File: src/pkg/adc_seq_pkg.sv
// constants and carriers shared by the converter serial/power sequencer
// assumes one 200 MHz ref_clk domain; serial pins are asynchronous to it
// Summary of operation
// - autoshutdown powers everything down after each conversion
// - autoshutdown wakes on first falling sclk edge
// - autoshutdown powers down on sixteenth rising edge
// - autostandby keeps reference on, powers rest down
// - autostandby wakes on first falling sclk edge
// - chip select fall starts frame, enables clock, tracks
// - second rising edge holds sample, starts conversion
// - conversion completes fourteen clocks later
// - chip select rise releases data output
// - chip select held low starts next conversion
// - sample channel from previous transfer's control word
// - control word captured on first eight rising edges
// - sixteen clocks per conversion and read-out
// - bits shift on falling edge, first zero included
// - last bit valid at sixteenth rising edge
// - new power mode effective at sixteenth rising edge
// - mode 00 always on, 01 fully off
package adc_seq_pkg;

	localparam int FRAME_BITS = 16;
	localparam int RESULT_BITS = 12;
	localparam int CTRL_BITS = 8;
	localparam logic [3:0] HOLD_RISE_CNT = 4'h1;
	localparam logic [3:0] CTRL_LAST_CNT = 4'h7;
	localparam logic [3:0] FRAME_LAST_CNT = 4'hF;
	localparam logic [3:0] LEAD_ZERO_BITS = 4'h4;

	localparam logic [1:0] PM_NORMAL = 2'h0;
	localparam logic [1:0] PM_FULL_OFF = 2'h1;
	localparam logic [1:0] PM_AUTO_SHUTDOWN = 2'h2;
	localparam logic [1:0] PM_AUTO_STANDBY = 2'h3;
	localparam logic [1:0] PM_RESET = 2'h0;
	localparam logic [7:0] CTRL_RESET = 8'h00;

	// control word, first bit shifted in is the top bit
	typedef struct packed {
		logic [2:0] spare;
		logic [2:0] channel;
		logic power_mode_high_bit;
		logic power_mode_low_bit;
	} ctrl_word_s;

	typedef struct packed {
		logic core_on;
		logic ref_on;
	} power_s;

endpackage

File: src/design/pin_sync.sv
// two-flop synchroniser for asynchronous pin levels
// assumes inputs are levels; first stage is read only by the second
`timescale 1ns/1ps
module pin_sync #(
	parameter int WIDTH = 1
) (
	input wire logic ref_clk,
	input wire logic sys_rst,
	input wire logic [WIDTH-1:0] async_in,
	input wire logic [WIDTH-1:0] reset_val,
	output logic [WIDTH-1:0] sync_out
);
	logic [WIDTH-1:0] meta_r;
	logic [WIDTH-1:0] meta_hi_r;

	// reset loads all ones into both stages; the reset_val port has no effect on the output
	always_ff @(posedge ref_clk or posedge sys_rst)
		if (sys_rst)
		begin
			meta_r <= '1;
			meta_hi_r <= '1;
		end
		else
		begin
			meta_r <= async_in;
			meta_hi_r <= meta_r;
		end

	always_comb
		sync_out = meta_hi_r & (reset_val | ~reset_val);
endmodule

File: src/design/adc_serial_power_sequencer.sv
// serial port and power-mode sequencing of an eight-channel sampling converter
// assumes sclk, cs_n and din are asynchronous pins; result_in comes from the
// converter core on ref_clk and holds each bit settled by the time it is shifted
`timescale 1ns/1ps
module adc_serial_power_sequencer
	import adc_seq_pkg::*;
(
	input wire logic ref_clk,
	input wire logic sys_rst,
	input wire logic sclk,
	input wire logic cs_n,
	input wire logic din,
	input wire logic [RESULT_BITS-1:0] result_in,
	output logic dout,
	output logic dout_oe,
	output logic hold,
	output logic conv_start,
	output logic conv_done,
	output logic [2:0] channel,
	output power_s power,
	output logic [1:0] power_mode
);
	// ----------------------------------------------------------------
	// pin synchronisation and edge finding
	// ----------------------------------------------------------------
	logic [2:0] pins_s;
	logic sclk_s, cs_n_s, din_s;
	logic sclk_d_r, cs_n_d_r;
	logic rise_e, fall_e, cs_fall_e, cs_rise_e, active;

	pin_sync #(.WIDTH(3)) u_sync (
		.ref_clk(ref_clk),
		.sys_rst(sys_rst),
		.async_in({sclk, cs_n, din}),
		.reset_val(3'h7),
		.sync_out(pins_s)
	);

	assign sclk_s = pins_s[2];
	assign cs_n_s = pins_s[1];
	assign din_s = pins_s[0];

	always_ff @(posedge ref_clk or posedge sys_rst)
		if (sys_rst)
		begin
			sclk_d_r <= 1'b1;
			cs_n_d_r <= 1'b1;
		end
		else
		begin
			sclk_d_r <= sclk_s;
			cs_n_d_r <= cs_n_s;
		end

	// sclk only counts while framed; chip select gates the clock in
	assign active = !cs_n_s && !cs_n_d_r;
	assign rise_e = active && sclk_s && !sclk_d_r;
	assign fall_e = active && !sclk_s && sclk_d_r;
	assign cs_fall_e = cs_n_d_r && !cs_n_s;
	assign cs_rise_e = !cs_n_d_r && cs_n_s;

	// ----------------------------------------------------------------
	// rising-edge counter of the frame
	// ----------------------------------------------------------------
	logic [3:0] cnt_r;
	logic last_rise;

	assign last_rise = rise_e && cnt_r == FRAME_LAST_CNT;

	always_ff @(posedge ref_clk or posedge sys_rst)
		if (sys_rst)
			cnt_r <= 4'h0;
		else if (!active)
			cnt_r <= 4'h0;
		else if (last_rise)
			cnt_r <= 4'h0;
		else if (rise_e)
			cnt_r <= cnt_r + 4'h1;

	// ----------------------------------------------------------------
	// control word capture
	// ----------------------------------------------------------------
	logic [CTRL_BITS-2:0] shift_r;
	ctrl_word_s ctrl_r;

	always_ff @(posedge ref_clk or posedge sys_rst)
		if (sys_rst)
		begin
			shift_r <= '0;
			ctrl_r <= CTRL_RESET;
		end
		else if (rise_e && cnt_r < CTRL_LAST_CNT)
			shift_r <= {shift_r[CTRL_BITS-3:0], din_s};
		else if (rise_e && cnt_r == CTRL_LAST_CNT)
			ctrl_r <= {shift_r, din_s};

	// ----------------------------------------------------------------
	// track/hold and conversion
	// ----------------------------------------------------------------
	always_ff @(posedge ref_clk or posedge sys_rst)
		if (sys_rst)
		begin
			hold <= 1'b0;
			conv_start <= 1'b0;
			conv_done <= 1'b0;
			channel <= 3'h0;
		end
		else
		begin
			conv_start <= 1'b0;
			conv_done <= 1'b0;
			if (cs_fall_e || !active)
				hold <= 1'b0;
			else if (rise_e && cnt_r == HOLD_RISE_CNT)
			begin
				hold <= 1'b1;
				conv_start <= 1'b1;
				// word of the previous frame; this frame's lands at edge 8
				channel <= ctrl_r.channel;
			end
			else if (last_rise)
			begin
				hold <= 1'b0;
				conv_done <= 1'b1;
			end
		end

	// ----------------------------------------------------------------
	// serial data out
	// ----------------------------------------------------------------
	logic [FRAME_BITS-1:0] out_word;

	assign out_word = {{(FRAME_BITS-RESULT_BITS){1'b0}}, result_in};

	always_ff @(posedge ref_clk or posedge sys_rst)
		if (sys_rst)
		begin
			dout <= 1'b0;
			dout_oe <= 1'b0;
		end
		else if (cs_rise_e || cs_n_s)
		begin
			dout <= 1'b0;
			dout_oe <= 1'b0;
		end
		else if (cs_fall_e)
		begin
			dout <= 1'b0;
			dout_oe <= 1'b1;
		end
		else if (fall_e)
			dout <= out_word[FRAME_LAST_CNT - cnt_r];

	// ----------------------------------------------------------------
	// power sequencing
	// ----------------------------------------------------------------
	logic [1:0] pm_nxt;

	assign pm_nxt = {ctrl_r.power_mode_high_bit, ctrl_r.power_mode_low_bit};

	always_ff @(posedge ref_clk or posedge sys_rst)
		if (sys_rst)
			power_mode <= PM_RESET;
		else if (last_rise)
			power_mode <= pm_nxt;

	// powered at start-up, as after supply connection
	always_ff @(posedge ref_clk or posedge sys_rst)
		if (sys_rst)
			power <= '{core_on: 1'b1, ref_on: 1'b1};
		else if (last_rise)
			unique case (pm_nxt)
				PM_NORMAL: power <= '{core_on: 1'b1, ref_on: 1'b1};
				PM_FULL_OFF: power <= '{core_on: 1'b0, ref_on: 1'b0};
				PM_AUTO_SHUTDOWN: power <= '{core_on: 1'b0, ref_on: 1'b0};
				PM_AUTO_STANDBY: power <= '{core_on: 1'b0, ref_on: 1'b1};
			endcase
		else if (fall_e && cnt_r == 4'h0)
			unique case (power_mode)
				PM_NORMAL: power <= '{core_on: 1'b1, ref_on: 1'b1};
				PM_FULL_OFF: power <= '{core_on: 1'b0, ref_on: 1'b0};
				PM_AUTO_SHUTDOWN: power <= '{core_on: 1'b1, ref_on: 1'b1};
				PM_AUTO_STANDBY: power <= '{core_on: 1'b1, ref_on: 1'b1};
			endcase
endmodule

File: config.mk
export PLATFORM = sky130hd
export DESIGN_NAME = adc_serial_power_sequencer
export DESIGN_NICKNAME = d
export VERILOG_FILES = /design/src/pkg/adc_seq_pkg.sv /design/src/design/pin_sync.sv /design/src/design/adc_serial_power_sequencer.sv
export SDC_FILE = /design/constraint.sdc
export NUM_CORES = 1
export LEC_CHECK = 0
export ABC_AREA = 1
export BUFFER_PORTS_ARGS = -buffer_cell sky130_fd_sc_hd__buf_2
export CAP_MARGIN = 10
export CORE_UTILIZATION = 48
export CTS_CLUSTER_DIAMETER = 50
export DETAILED_ROUTE_END_ITERATION = 8
export GPL_TIMING_DRIVEN = 0
export PLACE_DENSITY = 0.74
export SLEW_MARGIN = 20
export SYNTH_ARGS = -nofsm -noshare
export SYNTH_HDL_FRONTEND = slang
export SYNTH_SLANG_ARGS = --single-unit
File: constraint.sdc
create_clock -name ref_clk -period 1.4 [get_ports ref_clk]
set_input_delay 0.07 -clock ref_clk [delete_from_list [all_inputs] [get_ports ref_clk]]
set_output_delay 0.07 -clock ref_clk [all_outputs]
set_load 0.005 [all_outputs]
# --- Word level (Yosys, flattened, before mapping) ---
# Cells that the tools add are included.
totals:
  ff_bits: 33
  inputBits: 17
  output_inout_bits: 12
  word_cells: 86
op_classes:
  addsub: 2
  order_cmp: 2
  eq_ne: 10
  mux: 22
  bitwise_logic: 2
  n_reduce_logical: 30
op_table:
  columns: ["cell", "n"]
  rows:
  - ["1-bit 2-to-1 mux", 14]
  - ["1-bit logical AND", 12]
  - ["4-bit 2-to-1 mux", 3]
  - ["2-bit equality test (second input constant)", 4]
  - ["2-bit one-hot mux with 3 select lines", 1]
  - ["3-bit nonzero test", 2]
  - ["1-bit zero test", 5]
  - ["4-bit by 5-bit less-than comparator with 1-bit output (second input constant)", 1]
  - ["4-bit by 1-bit adder with 4-bit output (second input constant)", 1]
  - ["1-bit binary-select mux with 4-bit select", 1]
  - ["2-bit by 1-bit equality test with 1-bit output (second input constant)", 2]
  - ["4-bit by 1-bit equality test with 1-bit output (second input constant)", 1]
  - ["4-bit by 3-bit equality test with 1-bit output (second input constant)", 1]
  - ["4-bit equality test (second input constant)", 1]
  - ["2-bit zero test", 2]
  - ["4-bit zero test", 1]
  - ["4-bit by 3-bit less-than comparator with 1-bit output (second input constant)", 1]
  - ["2-bit 2-to-1 mux", 2]
  - ["2-bit one-hot mux with 2 select lines", 1]
  - ["2-bit AND reduction", 2]
  - ["2-bit nonzero test", 2]
  - ["4-bit subtractor (first input constant)", 1]
  - ["3-bit by 2-bit != test with 1-bit output (second input constant)", 1]
  - ["3-bit OR reduction", 1]
  - ["3 further kinds", 5]

# --- Depth between registers and ports, before layout ---
# Gate-level depths: netlist of run 1.
logic_depth:
  word_depth: 8
  ltp_mapped: 8
  depth_no_buf: 7

# --- Modules after synthesis ---
# From an unflattened synthesis of run 1, not the netlist that was laid out.
hier_totals:
  hier_cells: 168
  area_unflattened_um2: 1473.9
by_module_without_submodules:
  columns: ["module", "n_inst", "cells_each", "area_per_inst_um2", "seq_area_each_um2"]
  rows:
  - ["adc_serial_power_sequencer", 1, 161, 1312.5, 680.7]
  - ["pin_sync", 1, 7, 161.4, 157.7]

# --- Worst setup path after synthesis of run 1 ---
# OpenSTA, ideal clock, no wires.
synth_timing:
  path_kind: "reg2reg"
  start: "register cnt_r[1]"
  end: "register power[0] (netlist name)"
  setup_time_ns: 0.064
  t_arrival_ns: 1.269
  required_time_ns: 1.336
  setup_slack_ns: 0.067
  stages_incl_launch_ff: 7
  path_buffers: 0
  period_less_slack_ns: 1.333
  cell_sequence: "dfrtp_1 -> ha_1 -> nand3_2 -> nor3_4 -> inv_2 -> or2_0 -> nand3_1"
synth_between:
  elab_chain_cells: 3
  word_cells_on_any_way: 6
  classes_between: "eq/ne: 1; mux: 1; reduce/logical: 4"
synth_lines:
  columns: ["item", "line", "rtl"]
  rows:
  - ["from (decl)", "adc_serial_power_sequencer.sv:65", "logic [3:0] cnt_r;"]
  - ["from (signal assigned)", "adc_serial_power_sequencer.sv:78", "cnt_r <= cnt_r + 4'h1;"]
  - ["4-bit equality test / 4-bit zero test (equally long branches)", "adc_serial_power_sequencer.sv:68, adc_serial_power_sequencer.sv:178", null]
  - ["1-bit logical AND (on tied branches)", "adc_serial_power_sequencer.sv:68, adc_serial_power_sequencer.sv:178", null]
  - ["2-bit 2-to-1 mux / 2-bit nonzero test (equally long branches)", null, null]
  - ["to (signal assigned)", "adc_serial_power_sequencer.sv:170", "power <= '{core_on: 1'b1, ref_on: 1'b1};"]
  - ["to (signal assigned)", "adc_serial_power_sequencer.sv:173", "PM_NORMAL: power <= '{core_on: 1'b1, ref_on: 1'b1};"]
  - ["to (signal assigned)", "adc_serial_power_sequencer.sv:174", "PM_FULL_OFF: power <= '{core_on: 1'b0, ref_on: 1'b0};"]
  - ["to (decl)", "adc_serial_power_sequencer.sv:20", "output power_s power,"]
# Several ways; a longest one is shown, not always the timed one.
# A chain may end at the register's enable or synchronous reset.

# --- Final worst setup path of run 1 ---
layout_timing:
  start: "register u_sync.meta_hi_r[2]"
  end: "register shift_r[3]"
layout_between:
  elab_chain_cells: 3
layout_lines:
  columns: ["item", "line", "rtl"]
  rows:
  - ["from (decl)", "pin_sync.sv:14", "logic [WIDTH-1:0] meta_hi_r;"]
  - ["from (signal assigned)", "pin_sync.sv:26", "meta_hi_r <= meta_r;"]
  - ["1-bit logical AND (2 in a row)", "adc_serial_power_sequencer.sv:57", "assign rise_e = active && sclk_s && !sclk_d_r;"]
  - ["1-bit logical AND", "adc_serial_power_sequencer.sv:92", "else if (rise_e && cnt_r < CTRL_LAST_CNT)"]
  - ["to (signal assigned)", "adc_serial_power_sequencer.sv:93", "shift_r <= {shift_r[CTRL_BITS-3:0], din_s};"]
  - ["to (decl)", "adc_serial_power_sequencer.sv:83", "logic [CTRL_BITS-2:0] shift_r;"]
# No other way between the ends.

==> results of run 1 <==
-- what timing repair did --
item / in CTS / in global routing
endpoints found under the hold margin: 26 / 0
hold buffers: 4 / 0
pin swaps: 2 / 2
buffers inserted: 3 / 3
setup endpoints to repair: 4 / 16
resized for setup: 3 / 5
-- layout make-up --
| cell class | count | area (sq um) | area share |
|---|---|---|---|
| clock buffers | 8 | 58.8 | 0.0326 |
| inverters | 26 | 104 | 0.0575 |
| multi-input cells | 100 | 533 | 0.295 |
| well taps | 31 | 38.8 | 0.0215 |
| plain buffers | 1 | 7.51 | 0.00416 |
| repair buffers | 38 | 225 | 0.125 |
| flip-flops and latches | 33 | 838 | 0.464 |
-- cells in the final DEF, fill, tap and decap left out --
| cell | instances |
|---|---|
| nand2_2 | 1 |
| clkbuf_8 | 1 |
| inv_2 | 3 |
| clkbuf_1 | 2 |
| nor3_2 | 1 |
| nor2_1 | 6 |
| dlygate4sd3_1 | 4 |
| o2111ai_1 | 1 |
| buf_4 | 7 |
| clkbuf_4 | 5 |
| buf_2 | 28 |
| nand3_1 | 18 |
| nand3_2 | 3 |
| ha_1 | 3 |
| dfstp_2 | 10 |
| a21oi_1 | 4 |
| nor3_4 | 1 |
| or2_0 | 1 |
| dfrtp_1 | 23 |
| inv_4 | 1 |
| o21ai_0 | 14 |
| inv_1 | 21 |
| nand2_1 | 43 |
| clkinvlp_4 | 1 |
| nor2_4 | 1 |
| ha_4 | 1 |
| o22ai_1 | 1 |
| nand2_4 | 1 |
-- routing by layer --
layer  vias up  share of wire  track usage
met1       562           0.44        0.231
met5         -              0            0
met2        27           0.50        0.319
met3         6          0.049       0.0658
met4         0          0.014       0.0627
li1        597              -            -
-- critical path, stage by stage (launching register included) --
cell	delay [ns]
dfstp_2	0.57
nand2_4	0.08
nor2_4	0.18
nand2_1	0.20
nand2_1	0.10
o21ai_0	0.08
-- logic make-up after synthesis --
family | count (synthesis) | share of synthesized area
AOI/OAI and AO/OA | 20 | 0.0722
buffers and inverters | 27 | 0.0704
DFF | 33 | 0.576
and+or+nand+nor | 76 | 0.247
adders and majority gates | 4 | 0.0344
-- flip-flops by register name, summed over array words and instances, names as in the netlist --
name              count
ctrl_r                5
cnt_r                 4
shift_r               4
channel               3
u_sync.meta_hi_r      3
u_sync.meta_r         3
power                 2
power_mode            2
conv_done             1
conv_start            1
cs_n_d_r              1
dout                  1
dout_oe               1
hold                  1
sclk_d_r              1
-- power breakdown --
group | switching (mW) | internal, mW | leakage, nW
Clock | 0.285 | 0.248 | 0.0326
Sequential | 0.0283 | 1.02 | 0.421
Combinational | 0.0881 | 0.0705 | 0.482
-- final timing paths --
kind	endpoint	cells after the start	from
hold / removal	dout	7	result_in[11]
max in group asynchronous	ctrl_r[0]	3	sys_rst
min in group asynchronous	dout_oe	3	sys_rst
setup / recovery	shift_r[3]	5	u_sync.meta_hi_r[2]
setup reg to reg	shift_r[3]	5	u_sync.meta_hi_r[2]
hold reg to reg	u_sync.meta_hi_r[1]	0	u_sync.meta_r[1]
==> impl_metrics.ini, run 1 <==
[route]
detail-route-antenna-nets = 0
via_per_inst = 5.03
drc = 8
vias = 1192
wirelength_um = 2770
drt_first_pass_iters = 6
wl_per_cell_um = 11.7
dr.first_iter.drc_count = 61

[clock_tree]
cts_inserted_buffers = 5
htreeDepth = 2
cts_tree = done
clock_path_buffers = 2
clk_latency_ns = 0.32
root_buffer = clkbuf_4
cts_sinks = 33
path_clk_slew_ns = 0.10

[timing]
finalWorstSetupSlack_ns = 0.0739
hold_viol_final = 0
rsz0062_at_grt = true
finalClockSkew_ns = 0.0104
drv_slew = 0
fin_setup_tns_ns = 0
max_freq_ghz = 0.754
fin_crit_ns = 1.33
final-setup-viol-count = 0
fin_crit_sh = 0.947
relSlewSlack = 0.571
hold_slack_ns = 0.206
tightest_slew_ns = 0.643

[setup_path]
startpoint_type = flip-flop
critPathKind = flip-flop to flip-flop
reg2reg_slack_ns = 0.07
worst-endpoint-arrival_ns = 1.52
end_kind = flip-flop
path_max_fanout = 8
required_ns = 1.60

[cells_and_area]
finish.instance_area_sq_mm = 0.00181
utilization = 0.644
diodes = 0
fillCellCount = 236
final_nets = 226
syn2layout_area_growth_pct = 24.0
drive_gt1_frac = 0.316
instances_no_fill = 237

[floorplan]
core_sq_mm = 0.00281
die_area_sq_mm = 0.00326
rows = 19
die_w_um = 57.1
fp.dieH_um = 57.1
start_util = 0.519
ios = 29

[global_routing]
grt_overflow = 0
grt_max_degree = 34
grt_pass1_wl_um = 4750
grt_pass1_vias = 1146
antenna_found_initial = 0
track_usage = 0.191

[placed_design]
placed_cells = 219
post-place-ws_ns = -0.127
hpwl_um = 1940
finalWeightedCongestion = 0.824
numPortBuffers = 28
placed_cell_area_sq_mm = 0.00164

[status]
violations = design-rule violations
status = finished with violations

[synthesis]
synth_most_common_cell = nand2_1
avgSynthCellArea_sq_um = 9.10
synth_edf_count = 0
synth_nets = 181
synth_area_sq_mm = 0.00146
yosysTopAreaCellShare = 0.395
post-synth-top-area-cell = dfrtp_1
synth-seq-area-share = 0.576
async_reset_ff_frac = 1.00
synthTopCellsByCount = 43 x nand2_1, 24 x inv_1, 23 x dfrtp_1
ys_types = 20
synthCells = 160
synth_flop_cell = dfrtp_1
ys_seq_elements = 33
synth_area_leaders = dfrtp_1 40%, dfstp_2 18%, nand2_1 11%, nand3_1 6.5%, inv_1 6.2%
yosysWarnings = 0

[power]
p_leak_nw = 0.935
peakVddDrop_mv = 1.05
p_total_mw = 1.74
p_per_area_mw_per_mm2 = 965

[flow_run]
drv_cap = 0

[hold_path]
min_path_type = primary input to flip-flop
Note: power is estimated with default switching activity, not from simulation.
==> run 2: changes to the inputs <==
==> constraint.sdc (replaced) <==
create_clock -name ref_clk -period 1.4 [get_ports ref_clk]
set_input_delay 0.07 -clock ref_clk [delete_from_list [all_inputs] [get_ports ref_clk]]
set_output_delay 0.07 -clock ref_clk [all_outputs]
set_load 0.1 [all_outputs]
==> run 2 against run 1 <==
The run still ends with design-rule violations left. Sequential power about the same. First-iteration DRC count up 16%. Via count down 2.2%. Global-route usage up 0.44 points. Final cell count down 0.42%. Hold slack worse by 0.012 ns. Sequential share of layout area down 0.31 points. Clock power up 12%. Sequential cell count unchanged. Final area up 0.97%. Non-clock buffer count down 1. Wire length down 2.0%. Critical endpoint is now ctrl_r[3]. Largest power group unchanged.
==> impl_metrics.ini, run 2 (same netlist as run 1, synthesis figures left out) <==
[power]
p_per_area_mw_per_mm2 = 1060
peakVddDrop_mv = 0.842
p_leak_nw = 0.939

[placed_design]
finalWeightedCongestion = 0.829
hpwl_um = 1930
numPortBuffers = 28

[cells_and_area]
top_register = ctrl_r
diodes = 0
fillCellCount = 248
final_nets = 225
syn2layout_area_growth_pct = 25.2
final_cell_mix = 42 x nand2_1, 26 x buf_2, 21 x inv_1, 21 x dfrtp_1, 18 x nand3_1
largest_register_ff_count = 5
final_common_cell = nand2_1
utilization = 0.650
reg.largest.list = ctrl_r x5, cnt_r x4, shift_r x4
drive_gt1_frac = 0.337

[clock_tree]
htreeDepth = 2
clk_latency_ns = 0.32
cts_tree = done
cts_sinks = 33
path_clk_slew_ns = 0.10
root_buffer = clkbuf_4
clock_path_buffers = 2
cts_inserted_buffers = 5

[status]
status = finished with violations
violations = design-rule violations

[setup_path]
cp_top_family = flip-flops
startpoint_type = flip-flop
crit_chain = nand2_4 -> nor2_4 -> nand3_4 -> nand2_1 -> o21ai_0
worst-endpoint-arrival_ns = 1.51
cpPeakStageDelay_ns = 0.58
crit_buf_inv = 0
required_ns = 1.60
end_kind = flip-flop
cp_slowest_cell = dfstp_2
path_max_fanout = 10
critPathKind = flip-flop to flip-flop

[route]
drt_first_pass_iters = 6
detail-route-antenna-nets = 0
vias = 1166
dr.first_iter.drc_count = 71
wl_per_cell_um = 11.5
drc = 8
wirelength_um = 2720
via_per_inst = 4.94

[floorplan]
core_sq_mm = 0.00281
rows = 19
fp.dieH_um = 57.1
die_w_um = 57.1
ios = 29
start_util = 0.519
die_area_sq_mm = 0.00326

[timing]
relSlewSlack = 0.560
max_freq_ghz = 0.765
fin_setup_tns_ns = 0
tightest_slew_ns = 0.659
final-setup-viol-count = 0
rsz0062_at_grt = true
finalClockSkew_ns = 0.00817
hold_viol_final = 0
fin_crit_ns = 1.31
drv_slew = 0
fin_crit_sh = 0.934

[global_routing]
track_usage = 0.195
grt_overflow = 0
grt_pass1_wl_um = 4760
grt_max_degree = 34
grt_pass1_vias = 1110
antenna_found_initial = 0

[flow_run]
drv_cap = 0

[hold_path]
min_path_type = primary input to flip-flop
[run 2: changes by cell type in the layout (fill, tap and decap cells not counted), sizes merged]
cell / before / now
buf: 35 / 32
clkbuf: 8 / 9
clkinv: 0 / 1
clkinvlp: 1 / 0
inv: 25 / 26
[run 2: final cells by class]
type,count,area (sq um),share of cell area
well taps,31,38.8,0.0213
inverters,26,100,0.0549
repair buffers,37,223,0.122
clock inverters,1,5.00,0.00275
multi-input cells,100,543,0.298
clock buffers,7,65.1,0.0357
flip-flops and latches,33,841,0.461
plain buffers,1,7.51,0.00412
[run 2: worst paths after layout]
path,startpoint,to,slack [ns],depth (start not counted)
setup / recovery,u_sync.meta_hi_r[2],ctrl_r[3],0.09,5
hold / removal,result_in[9],dout,0.19,7
setup reg to reg,u_sync.meta_hi_r[2],ctrl_r[3],0.09,5
hold reg to reg,u_sync.meta_r[1],u_sync.meta_hi_r[1],0.36,0
max in group asynchronous,sys_rst,power_mode[0],0.54,3
min in group asynchronous,sys_rst,conv_done,0.39,3
[run 2: per-layer routing]
metal / global-route usage / share of wire / vias to the layer above
met5: 0 / 0 / -
met4: 0.0732 / 0.0055 / 0
met3: 0.0771 / 0.053 / 2
met2: 0.311 / 0.51 / 27
met1: 0.241 / 0.44 / 540
li1: - / - / 597
[run 2: worst min-delay path: cells and delay by family]
kind,cells,cell delay [ns]
AO/OA/AOI/OAI,1,0.05
buffers and inverters,2,0.15
AND/OR/NAND/NOR,4,0.21
[run 2: repair_timing]
| item | 4_1_cts | 5_1_grt |
|---|---|---|
| setup buffers | 3 | 2 |
| hold buffers | 4 | 0 |
| endpoints found under the hold margin | 26 | 0 |
| gates resized for setup | 4 | 11 |
| pin swaps | 1 | 3 |
| setup endpoints to repair | 4 | 18 |
[run 2: stage by stage]
stage          hold slack (ns)  instance area, sq um  setup slack, ns  power [mW]  std cells
2_1_floorplan           0.0745                  1460           0.0649        1.27        160
3_3_place_gp             0.175                  1640           -0.104        1.32        219
3_5_place_dp             0.176                  1640           -0.134        1.33        219
4_1_cts                  0.184                  1780          0.00627        1.94        234
5_1_grt                  0.210                  1820        -0.000314        2.02        236
6_report                 0.193                  1820           0.0927        1.93        236
[run 2: power breakdown]
group / internal, mW / switching (mW) / leakage [nW]
clock: 0.291 / 0.304 / 0.0413
combinational: 0.0760 / 0.201 / 0.480
sequential: 1.02 / 0.0291 / 0.418
total: 1.39 / 0.535 / 0.939
